## config.mk

```make
export PLATFORM = sky130hd
export DESIGN_NAME = pifb_peripheral_irq_flag_bank
export DESIGN_NICKNAME = d
export VERILOG_FILES = /design/src/rtl/pifb_peripheral_irq_flag_bank.v
export VERILOG_INCLUDE_DIRS = /design/src /design/src/rtl
export SDC_FILE = /design/constraint.sdc
export NUM_CORES = 1
export LEC_CHECK = 0
export ABC_AREA = 0
export BUFFER_PORTS_ARGS = -buffer_cell sky130_fd_sc_hd__buf_4
export CAP_MARGIN = 20
export CORE_ASPECT_RATIO = 0.75
export CORE_MARGIN = 10
export CORE_UTILIZATION = 40
export DETAILED_ROUTE_END_ITERATION = 10
export GPL_TIMING_DRIVEN = 0
export PLACE_DENSITY = 0.74
export SYNTH_ARGS = -nofsm -noshare
export SYNTH_HDL_FRONTEND = slang
export SYNTH_SLANG_ARGS = --single-unit
```

## constraint.sdc

```tcl
create_clock -name pclk -period 3.98 [get_ports pclk]
set_input_delay 0.398 -clock pclk [delete_from_list [all_inputs] [get_ports pclk]]
set_output_delay 0.398 -clock pclk [all_outputs]
set_load 0.01 [all_outputs]
```

## src/rtl/pifb_defs.vh

```
`ifndef PIFB_DEFS_VH
`define PIFB_DEFS_VH

// register byte addresses on the apb bus
`define PIFB_ADDR_FLAG_ONE 12'h000
`define PIFB_ADDR_FLAG_TWO 12'h004
`define PIFB_ADDR_IRQ_STATUS 12'h008
`define PIFB_ADDR_IRQ_MASK 12'h00C

// reset values
`define PIFB_RST_FLAG_ONE 8'h00
`define PIFB_RST_FLAG_TWO 8'h00
`define PIFB_RST_IRQ_STATUS 9'h000
`define PIFB_RST_IRQ_MASK 9'h000

// field positions in the first flag register
`define PIFB_BIT_PARALLEL 7
`define PIFB_BIT_CONVERTER 6
`define PIFB_BIT_RECEIVE 5
`define PIFB_BIT_TRANSMIT 4
`define PIFB_BIT_SYNC_SERIAL 3
`define PIFB_BIT_CAPCOMP 2
`define PIFB_BIT_TIMER_TWO 1
`define PIFB_BIT_TIMER_ONE 0

// field position in the second flag register
`define PIFB_BIT_COMPARATOR 6

// software-writable bits; receive and transmit flags are read-only
`define PIFB_ONE_WR_MASK 8'hCF
`define PIFB_TWO_WR_MASK 8'h40

// capture/compare unit operating modes
`define PIFB_CCP_OFF 2'h0
`define PIFB_CCP_CAPTURE 2'h1
`define PIFB_CCP_COMPARE 2'h2
`define PIFB_CCP_PWM 2'h3

// number of event sources feeding the interrupt status register
`define PIFB_NUM_EVENTS 9

`endif

```

## src/rtl/pifb_peripheral_irq_flag_bank.v

```verilog
`timescale 1ns/100ps
`include "pifb_defs.vh"

module pifb_peripheral_irq_flag_bank (
  input wire pclk,
  input wire presetn,
  input wire clk_en,
  // apb slave
  input wire psel,
  input wire penable,
  input wire pwrite,
  input wire [11:0] paddr,
  input wire [31:0] pwdata,
  input wire [3:0] pstrb,
  output reg [31:0] prdata,
  output reg pready,
  output reg pslverr,
  // device configuration levels
  input wire mcu_mode,
  input wire large_package,
  input wire [1:0] ccp_mode,
  // peripheral event pulses, same clock
  input wire psp_access_done,
  input wire adc_conversion_done,
  input wire serial_receive_load,
  input wire serial_receive_buffer_read,
  input wire serial_transmit_drain,
  input wire serial_transmit_buffer_write,
  input wire sync_serial_done,
  input wire ccp_capture,
  input wire ccp_compare_match,
  input wire timer_two_period_match,
  input wire timer_one_overflow,
  input wire comparator_change,
  // flag register contents and interrupt
  output reg [7:0] peripheral_flag_reg_one,
  output reg [7:0] peripheral_flag_reg_two,
  output reg irq
);

  // register map, one aligned 32-bit word each, upper bits read zero:
  //   flag one    7 parallel, 6 converter, 5 receive (ro), 4 transmit (ro),
  //               3 sync serial, 2 capture/compare, 1 timer two, 0 timer one
  //   flag two    6 comparator; every other position reads zero here
  //   irq status  7:0 follow flag one, 8 the comparator; a read clears it
  //   irq mask    same layout as status; irq high while status & mask set
  //
  // flags and status: two views of one event.
  // a flag is what software polls and, save receive and transmit, clears by writing;
  // a status bit is what raises irq and is cleared by reading.
  // kept apart so a polling loop and an interrupt handler
  // can share one source without racing over one bit.
  //
  // event inputs: one-cycle pulses from logic on pclk,
  // so none of them passes a synchroniser;
  // a source on another clock must be moved onto pclk first.
  //
  // clk_en low freezes every flop, the bus answer included:
  // a transfer simply waits, but an event pulse
  // that arrives while frozen is not seen at all.
  //
  // software is expected to clear a flag before it unmasks
  // the matching status bit, and again after servicing;
  // nothing here enforces that order.
  //
  // flag writes take lane 0 only; the mask takes lanes 0 and 1;
  // writes to status are answered and ignored.

  reg [8:0] irq_status;
  reg [8:0] irq_mask;
  reg [7:0] next_flag_one;
  reg [7:0] next_flag_two;
  localparam APB_IDLE = 1'b0;
  localparam APB_ANSWER = 1'b1;
  reg [7:0] set_one;
  reg [7:0] base_one;
  reg [7:0] clr_one;
  reg [31:0] next_prdata;
  reg [8:0] next_irq_mask;
  reg apb_state;
  reg next_apb_state;
  wire [8:0] next_irq_status;
  wire [7:0] keep_one;
  wire [7:0] wr_bit_one;
  wire [7:0] wr_mask_one;
  wire ccp_is_capture;
  wire ccp_is_compare;
  wire ccp_is_pwm;
  wire set_parallel;
  wire set_converter;
  wire set_receive;
  wire set_transmit;
  wire set_sync_serial;
  wire set_capture;
  wire set_compare;
  wire set_capcomp;
  wire set_timer_two;
  wire set_timer_one;
  wire set_comparator;
  wire sel_flag_one;
  wire sel_flag_two;
  wire sel_irq_status;
  wire sel_irq_mask;
  wire answer_now;
  wire [8:0] events;
  wire psp_enable;
  wire apb_done;
  wire wr_lane0;
  wire wr_flag_one;
  wire wr_flag_two;
  wire wr_irq_mask;
  wire rd_irq_status;
  wire addr_hit;

  // one-hot register select, shared by write strobes, read-clear and error; the read mux decodes paddr itself
  assign sel_flag_one = (paddr == `PIFB_ADDR_FLAG_ONE);
  assign sel_flag_two = (paddr == `PIFB_ADDR_FLAG_TWO);
  assign sel_irq_status = (paddr == `PIFB_ADDR_IRQ_STATUS);
  assign sel_irq_mask = (paddr == `PIFB_ADDR_IRQ_MASK);
  // anything else is answered with pslverr and has no effect
  assign addr_hit = sel_flag_one | sel_flag_two | sel_irq_status | sel_irq_mask;

  // access completes at the edge where pready is seen high;
  // writes and the read-clear act there and nowhere else,
  // so a stalled transfer leaves every register untouched
  assign apb_done = psel & penable & pready;
  // flag registers are one byte wide, only lane 0 matters to them
  assign wr_lane0 = apb_done & pwrite & pstrb[0];
  assign wr_flag_one = wr_lane0 & sel_flag_one;
  assign wr_flag_two = wr_lane0 & sel_flag_two;
  // mask spans nine bits, lanes are picked in the mask logic
  assign wr_irq_mask = apb_done & pwrite & sel_irq_mask;
  // status is read-only; a write to it is accepted and ignored
  assign rd_irq_status = apb_done & ~pwrite & sel_irq_status;

  // parallel port flag is dead outside microcontroller mode or on small parts
  assign psp_enable = mcu_mode & large_package;

  // capture/compare mode decode; the off mode decodes to none of these
  assign ccp_is_capture = (ccp_mode == `PIFB_CCP_CAPTURE);
  assign ccp_is_compare = (ccp_mode == `PIFB_CCP_COMPARE);
  assign ccp_is_pwm = (ccp_mode == `PIFB_CCP_PWM);

  // per-source set terms, never gated by the mask; only the parallel term takes its port enable
  // polling relies on this: a masked source still leaves its flag
  assign set_parallel = psp_access_done & psp_enable;
  assign set_converter = adc_conversion_done;
  assign set_receive = serial_receive_load;
  assign set_transmit = serial_transmit_drain;
  assign set_sync_serial = sync_serial_done;
  assign set_timer_two = timer_two_period_match;
  assign set_timer_one = timer_one_overflow;
  assign set_comparator = comparator_change;

  // a capture counts only in capture mode, a match only in compare mode
  assign set_capture = ccp_is_capture & ccp_capture;
  assign set_compare = ccp_is_compare & ccp_compare_match;
  // pwm may pulse both strobes; neither may reach the flag there
  assign set_capcomp = (set_capture | set_compare) & ~ccp_is_pwm;

  // set terms gathered in register bit order
  always @* begin
    set_one = 8'h00;
    set_one[`PIFB_BIT_PARALLEL] = set_parallel;
    set_one[`PIFB_BIT_CONVERTER] = set_converter;
    set_one[`PIFB_BIT_RECEIVE] = set_receive;
    set_one[`PIFB_BIT_TRANSMIT] = set_transmit;
    set_one[`PIFB_BIT_SYNC_SERIAL] = set_sync_serial;
    set_one[`PIFB_BIT_CAPCOMP] = set_capcomp;
    set_one[`PIFB_BIT_TIMER_TWO] = set_timer_two;
    set_one[`PIFB_BIT_TIMER_ONE] = set_timer_one;
  end

  // hardware clear terms; only the buffer pair clears itself
  // the other six flags wait for software, however long that takes, save parallel, which drops while its port is disabled
  always @* begin
    clr_one = 8'h00;
    clr_one[`PIFB_BIT_RECEIVE] = serial_receive_buffer_read;
    clr_one[`PIFB_BIT_TRANSMIT] = serial_transmit_buffer_write;
  end

  // bits a software write may touch; receive and transmit are read-only
  assign wr_mask_one = `PIFB_ONE_WR_MASK;

  // per bit: a write loads the bit, else a hardware clear drops it, else it holds
  genvar fi;
  generate
    for (fi = 0; fi < 8; fi = fi + 1) begin : g_flag_one
      assign wr_bit_one[fi] = wr_flag_one & wr_mask_one[fi];
      assign keep_one[fi] = wr_bit_one[fi] ? pwdata[fi] : (peripheral_flag_reg_one[fi] & ~clr_one[fi]);
    end
  endgenerate

  // first flag register: sets or-ed last, an event in a clear cycle is not lost
  always @* begin
    base_one = keep_one;
    next_flag_one = base_one | set_one;
    // the parallel flag cannot hold a one while its port is disabled
    next_flag_one[`PIFB_BIT_PARALLEL] = next_flag_one[`PIFB_BIT_PARALLEL] & psp_enable;
  end

  // second flag register: only the comparator bit is held here
  // unused positions are masked on every path, writes cannot reach them
  always @* begin
    next_flag_two = peripheral_flag_reg_two & `PIFB_TWO_WR_MASK;
    if (wr_flag_two) begin
      next_flag_two = pwdata[7:0] & `PIFB_TWO_WR_MASK;
    end
    next_flag_two[`PIFB_BIT_COMPARATOR] = next_flag_two[`PIFB_BIT_COMPARATOR] | set_comparator;
  end

  // event vector for the interrupt status, first register bits then comparator
  assign events = {comparator_change, set_one};

  // sticky status per event, read clears, set beats clear
  // status follows event pulses, not flag levels, so clearing
  // a flag by software leaves a pending interrupt in place
  genvar gi;
  generate
    for (gi = 0; gi < `PIFB_NUM_EVENTS; gi = gi + 1) begin : g_status
      assign next_irq_status[gi] = events[gi] | (irq_status[gi] & ~rd_irq_status);
    end
  endgenerate

  // mask write with byte lanes honoured: lane 0 bits 7:0, lane 1 bit 8
  always @* begin
    next_irq_mask = irq_mask;
    if (wr_irq_mask & pstrb[0]) begin
      next_irq_mask[7:0] = pwdata[7:0];
    end
    if (wr_irq_mask & pstrb[1]) begin
      next_irq_mask[8] = pwdata[8];
    end
  end

  // flag and interrupt state
  always @(posedge pclk or negedge presetn) begin
    if (!presetn) begin
      peripheral_flag_reg_one <= `PIFB_RST_FLAG_ONE;
      peripheral_flag_reg_two <= `PIFB_RST_FLAG_TWO;
      irq_status <= `PIFB_RST_IRQ_STATUS;
      irq_mask <= `PIFB_RST_IRQ_MASK;
      irq <= 1'b0;
    end else if (clk_en) begin
      peripheral_flag_reg_one <= next_flag_one;
      peripheral_flag_reg_two <= next_flag_two;
      irq_status <= next_irq_status;
      irq_mask <= next_irq_mask;
      // computed from next values so irq tracks status with no lag
      // costs a longer path into this flop, saves a cycle of latency
      irq <= |(next_irq_status & next_irq_mask);
    end
  end

  // apb answer: one wait state; the state only marks the answer cycle,
  // so back-to-back transfers need no idle cycle between them
  always @* begin
    next_apb_state = apb_state;
    case (apb_state)
      APB_IDLE: begin
        // first access cycle seen: answer on the next one
        if (psel & penable) begin
          next_apb_state = APB_ANSWER;
        end
      end
      APB_ANSWER: begin
        // answer lasts one cycle, a new setup may follow at once
        next_apb_state = APB_IDLE;
      end
      default: begin
        next_apb_state = APB_IDLE;
      end
    endcase
  end

  // the access cycle that launches the answer
  assign answer_now = (apb_state == APB_IDLE) & psel & penable;

  // read data chosen a cycle ahead so prdata comes straight from a flop
  always @* begin
    next_prdata = 32'h00000000;
    if (answer_now & ~pwrite) begin
      case (paddr)
        `PIFB_ADDR_FLAG_ONE: begin
          next_prdata = {24'h000000, peripheral_flag_reg_one};
        end
        `PIFB_ADDR_FLAG_TWO: begin
          // unused positions are already zero in the register
          next_prdata = {24'h000000, peripheral_flag_reg_two};
        end
        `PIFB_ADDR_IRQ_STATUS: begin
          // sample taken one cycle before the clearing edge; a set in that gap survives
          next_prdata = {23'h0, irq_status};
        end
        `PIFB_ADDR_IRQ_MASK: begin
          next_prdata = {23'h0, irq_mask};
        end
        default: begin
          // unmapped reads return zero alongside the error
          next_prdata = 32'h00000000;
        end
      endcase
    end
  end

  // answer flops; clk_en low stalls the answer with everything else
  always @(posedge pclk or negedge presetn) begin
    if (!presetn) begin
      apb_state <= APB_IDLE;
      pready <= 1'b0;
      pslverr <= 1'b0;
      prdata <= 32'h00000000;
    end else if (clk_en) begin
      apb_state <= next_apb_state;
      pready <= answer_now;
      pslverr <= answer_now & ~addr_hit;
      prdata <= next_prdata;
    end
  end

endmodule

```

==> results.md, run 1 <==
- Outcome: finished clean
- Starting Density: between 40% and 50%
- Htree depth: 2
- HPWL after DPL: ~5.7 mm
- Routability cong.: around 0.91
- Register-to-Register Path Depth: 4
- XOR/XNOR share of the synthesized area: 0%
- Setup Buffers After CTS: 0
- Global-route usage over all layers: roughly 15%
- Startpoint Class: flop
- Clock transition at the registers of the reported paths: approximately 80 ps
- Max Fclk: ~450 MHz
- Worst flop-to-flop path endpoint: peripheral_flag_reg_one[6]
- Area share of fa/ha/maj cells after synthesis: 0%
- Total wire length: approximately 7.3 mm
- Worst Path Max Fanout: 10
- Hold WS: about 73 ps
- Crit Path Class: reg2reg
- Core ar.: around 0.0058 mm²
- CTS Hold Bufs: 0
- Pin count of the biggest net entering global routing: between 40 and 50
- Layout Skew: 8.18 ps
- Post-synthesis sequential area ratio: about two fifths
- Worst-Margin Slew: between 600 and 700 ps
- Cell Rows: 24
- Routed Antenna Nets: 0
- Post-synth ARST share: between 90% and 100%
- Cell area after synthesis: about 0.0024 mm²
- Mapped Cells: 247
- Die X: between 100 and 150 µm
- Avg Cell Area, Syn: between 9 and 10 µm²
- Top FF cell, synth: dfrtp_1
- R2R Setup Slk: 1770 ps
- Clk root buf: clkbuf_8
- RSZ-0062 raised after global routing: no
- Slew headroom: about three fifths
- Pwr dens: roughly 270 mW/mm²
- Min Tclk post-route: about 2200 ps
- CTS sink cnt: 40
- Vias in the first global route: approximately 2100
- Worst-case clock buffer depth: 2
- DR iter-0 viols: about 130
- Met1 usage: between 10% and 20%
- Synth area leader: dfrtp_1
- Post-Synth Simple-Gate Area: between 15 and 20%
- CTS resizes: 0
- First-pass GRT wire length: around 11 mm
- Wire length per cell: between 15 and 20 µm
- Final setup viols: 0
- Final Util: a little over half
- Leakage: ~1.6 nW
- Met3 global-route usage: between 5 and 6%
- Worst-Skew Late Latency: ~300 ps
- Fin. max-slew vios: 0
- Vias/cell: roughly 5
- EDFF count, synth: 0
- Hold Vio Cnt, Final: 0
- Final setup TNS: 0 ps
- Register bit count reported by yosys: 40
- Inserted Clock Buffers: 5
- DR pass1 iterations: 4
- Die Y: between 80 and 90 µm
- GR Overflow Total: 0
- Critical Path Sink Type: flop
- Yosys top cell area share: 41.6%
- Area delta synth->final: 32.6%
- Tcrit/Tclk final: 55.6%
- WP data required: 4170 ps
- Met2 track demand over resource: roughly 23%
- DIE AREA: 0.00955 mm²
- Total number of vias: about 2200
- Max Cap Violations: 0
- Synth top area cells: dfrtp_1 (42%), buf_4 (9.4%), nor2_1 (3.9%)
- Ys Warns: 0
- I/O pins: approximately 120
- Peak supply drop: between 0.00015 and 0.0002 V
- Ant diodes: 0
- Initial antenna violation count: 0
- RR Startpoint: pready
- Worst EP arrival: ~2400 ps
- Top Usage Layer GRT: met2
- Hold crit path type: in2async
- CTS tree: done
- Compound-Gate Fraction of Synth Area: a little under a fifth
- # DRC: 0
- Post-synthesis mux area share: a little under a tenth
- Fill cell count: around 550
- Layout cells sized above 1: 34.1%
- Port bufs: between 60 and 70
- Final #Nets: roughly 420
- Synth unique cells: 43
- Largest family of logic cells by synthesized area: compound AO/OA/AOI/OAI gates
metrics by stage:
step,power (mW),setup WS [ps],area (µm²),std cells
after CTS,0.872,1760,3190,427
after global routing,0.909,1600,3190,427
after detailed placement,0.592,1450,3100,419
after floorplan,0.514,1890,2510,276
final,0.874,1770,3190,427
after global placement,0.590,1460,3100,419
flip-flops by register name, summed over array words and instances (netlist names):
signal                   flops
irq_mask                     9
peripheral_flag_reg_one      8
pslverr                      1
pready                       1
irq                          1
prdata                       9
apb_state                    1
peripheral_flag_reg_two      1
irq_status                   9
Yosys cell counts, drive strengths merged (4+ instances only):
library cell and n:
a22oi 6, mux2i 8, o32a 5, o21ai 22, a22o 4, buf 35
dfrtp 40, clkbuf 7, mux2 11, o2bb2ai 10, nor2 26, nand2 15
inv 10, a21oi 9, nand4 5, nand3 9
cell usage in the layout, fill, tap and decap left out, drive strengths merged:
cell type,netlist,routed
o21a,1,1
a221oi,1,1
nor2,26,26
a21o,3,3
and2,2,2
or3,1,1
buf,35,100
conb,1,30
clkbuf,7,15
nand3,9,9
nor4,3,3
and4,2,2
nand4,5,5
mux4,1,1
a31oi,2,2
nor3,2,2
nand2,15,15
o32a,5,5
mux2,11,11
or2,1,1
dfrtp,40,40
a22o,4,4
o2bb2ai,10,10
a21oi,9,9
mux2i,8,8
a22oi,6,6
nand3b,1,1
inv,10,10
o21ai,22,22
a41oi,1,1
o22ai,1,1
a2111oi,2,2
cell families (layout without fill, tap and decap cells):
kind of cell,after synthesis,count (layout)
AND/OR/NAND/NOR,67,67
other,1,30
AO/OA/AOI/OAI,67,67
multiplexers,20,20
buffers and inverters,52,125
flip-flops,40,40
how the worst max path moves through the flow:
stage / endpoint / from / depth (start not counted) / slack, ps
2_1_floorplan: irq / paddr[9] / 6 / 1890
3_3_place_gp: irq / paddr[9] / 7 / 1460
3_5_place_dp: irq / paddr[9] / 7 / 1450
4_1_cts: irq / paddr[9] / 7 / 1760
5_1_grt: peripheral_flag_reg_one[6] / pready / 4 / 1600
6_report: peripheral_flag_reg_one[6] / pready / 4 / 1770
routing by layer:
layer  routed length, µm  part of all wire [%]
met5                   0                     0
met4                  36                  0.49
met3                 788                    11
met2                3440                    47
met1                3080                    42
final cells by class:
type / instances / area (µm²) / share of cell area (%)
Timing Repair Buffer: 65 / 488 / 15.3
Inverter: 10 / 37.5 / 1.18
Tap cell: 78 / 97.6 / 3.06
Clock buffer: 8 / 90.1 / 2.82
Buffer: 42 / 282 / 8.83
Multi-Input combinational cell: 184 / 1190 / 37.4
Sequential cell: 40 / 1000 / 31.4
where the power goes:
group	internal [mW]	switching (mW)	total [mW]
clock	0.142	0.146	0.288
sequential	0.416	0.00898	0.425
combinational	0.0777	0.0836	0.161
critical path, cell delays in order, from the launching register on:
cell and delay [ps]:
dfrtp_1 440, nand4_2 360, nor4_4 560, nand2_1 370, o32a_1 380
No activity file was read; power rests on OpenSTA's default activity.
==> inputs of run 2 (changes only) <==
--- a/config.mk
+++ b/config.mk
@@ -14,7 +14,7 @@
 export CORE_UTILIZATION = 40
 export DETAILED_ROUTE_END_ITERATION = 10
 export GPL_TIMING_DRIVEN = 0
-export PLACE_DENSITY = 0.74
+export PLACE_DENSITY = 0.76
 export SYNTH_ARGS = -nofsm -noshare
 export SYNTH_HDL_FRONTEND = slang
 export SYNTH_SLANG_ARGS = --single-unit
==> constraint.sdc (replaced) <==
create_clock -name pclk -period 1.8 [get_ports pclk]
set_input_delay 0.18 -clock pclk [delete_from_list [all_inputs] [get_ports pclk]]
set_output_delay 0.18 -clock pclk [all_outputs]
set_load 0.01 [all_outputs]
==> run 2 against run 1 <==
Clock power is 97% higher. Clock skew decreased by 3.2 ps. First-iteration DRC count is 29% higher. Sequential power rose by 120%. Combinational power grew 130%. Fmax increased by 29%. Setup slack got worse by 1700 ps. Count of clock-buffer cells in the layout down 2. Hold slack improved by 45 ps. Total power grew 120%. Critical path type unchanged.
==> results.md, run 2 (synthesis gave the netlist of run 1 again) <==
- Final #Nets: 423
- Routability cong.: roughly 0.92
- First-pass GRT wire length: approximately 11 mm
- RSZ-0062 raised after global routing: yes
- Register-to-Register Path Depth: 5
- Layout cells sized above 1: about 37%
- Ant diodes: 0
- Port bufs: 65
- Worst hold path depth: 2
- Total wire length: approximately 7.4 mm
- Cell Rows: 24
- # DRC: 0
- Hold crit path type: in2reg
- Pwr dens: 573 mW/mm²
- Outcome: finished clean
- Tcrit/Tclk final: 95.7%
- Clk root buf: clkbuf_8
- Peak supply drop: between 0.0003 and 0.0004 V
- Vias in the first global route: around 2100
- WP data required: 2000 ps
- Layout Skew: around 5.0 ps
- Biggest regs: irq_mask x9, irq_status x9, prdata x9
- Worst-Margin Slew: a little under 600 ps
- Clock transition at the registers of the reported paths: about 70 ps
- Area delta synth->final: 36.8%
- Routed Antenna Nets: 0
- Die Y: about 87 µm
- Worst-case clock buffer depth: 2
- GR Overflow Total: 0
- Placed inst area: between 0.003 and 0.004 mm²
- Final Cell Area: 0.00329 mm²
- DR iter-0 viols: 167
- Final setup viols: 0
- Hold WS: around 120 ps
- Starting Density: between 40% and 50%
- Startpoint Class: flop
- Max Fclk: 581 MHz
- Inserted Clock Buffers: 5
- Critical Path Sink Type: flop
- CTS tree: done
- Commonest non-fill, non-tap cells in the layout: buf_4 (101), dfrtp_1 (39), conb_1 (30)
- DIE AREA: 0.00955 mm²
- Slew headroom: 61.5%
- Global-route usage over all layers: between 10 and 15%
- Worst EP arrival: 1920 ps
- Fill cell count: between 500 and 600
- Initial antenna violation count: 0
- Leakage: 1.62 nW
- Min Tclk post-route: around 1700 ps
- Pin count of the biggest net entering global routing: 41
- I/O pins: about 120
- HPWL after DPL: between 5 and 6 mm
- Crit Path Class: reg2reg
- Hold Vio Cnt, Final: 0
- Fin. max-slew vios: 0
- Core ar.: 0.00583 mm²
- Htree depth: 2
- Wire length per cell: between 15 and 20 µm
- Final Util: 56.5%
- Worst Path Max Fanout: 6
- CTS sink cnt: 40
- Max Cap Violations: 0
- Total number of vias: around 2200
- Vias/cell: around 5
- Commonest non-fill, non-tap cell in the layout: buf_4
- Worst-Skew Late Latency: around 290 ps
- DR pass1 iterations: 4
- Die X: around 110 µm
==> run 2: cell count changes in the layout (fill, tap and decap cells not counted), moves of 2 or more <==
cell | before | now
nor2_1 | 25 | 23
a2111oi_4 | 0 | 2
buf_4 | 95 | 101
clkbuf_1 | 9 | 6
nand4_4 | 0 | 2
nand4_2 | 2 | 0
nor2_2 | 1 | 3
==> run 2: critical path, stage by stage (launching register included) <==
cell and delay, ps:
dfrtp_2 420, nand4_4 160, nor4_4 430, buf_4 240, o22ai_1 100, a221oi_1 280
==> run 2: cell type report <==
class / instances / area, µm² / share of cell area [%]
multi-input cells: 184 / 1260 / 38.3
repair buffers: 72 / 543 / 16.5
clock buffers: 6 / 72.6 / 2.21
flip-flops and latches: 40 / 1000 / 30.5
plain buffers: 40 / 274 / 8.33
well taps: 78 / 97.6 / 2.97
inverters: 10 / 37.5 / 1.14
clock inverters: 1 / 5.00 / 0.152
==> run 2: report_power, final <==
group | internal [mW] | switching (mW) | leakage [nW] | total [mW]
Combinational | 0.181 | 0.195 | 1.12 | 0.376
Sequential | 0.921 | 0.0207 | 0.463 | 0.942
Clock | 0.264 | 0.304 | 0.0410 | 0.568
==> run 2: per-layer routing <==
metal | share of wire [%] | vias to the layer above | global-route usage [%]
met2 | 49 | 105 | 22.9
met1 | 39 | 1028 | 19.8
met4 | 1.1 | 0 | 4.36
li1 | - | 1042 | -
met5 | 0 | - | 0
met3 | 11 | 10 | 4.59
==> run 2: path summary, 6_finish.rpt <==
kind                            from                    endpoint  slack, ps
setup / recovery              pready  peripheral_flag_reg_one[7]         80
hold / removal             pwdata[5]                 irq_mask[5]        120
setup reg to reg              pready  peripheral_flag_reg_one[7]         80
hold reg to reg              pslverr                     pslverr        490
max in group asynchronous    presetn                      pready       1010
min in group asynchronous    presetn  peripheral_flag_reg_one[3]        390
==> run 2: per-stage QoR <==
step	power [mW]	worst slack, ps	std cells	setup TNS (ps)
after CTS	1.88	72.4	432	0
final	1.89	78.1	431	0
after global routing	1.97	-4.18	431	-4.18
after detailed placement	1.32	-463	419	-4240
after global placement	1.31	-465	419	-3570
after floorplan	1.14	3.71	276	0
==> run 2: what timing repair did <==
action	CTS	global route
gates resized for setup	4	2
buffers inserted	5	1
hold buffers	1	0
hold endpoints to repair	40	0
pin swaps	5	1
endpoints found under the setup margin	11	2
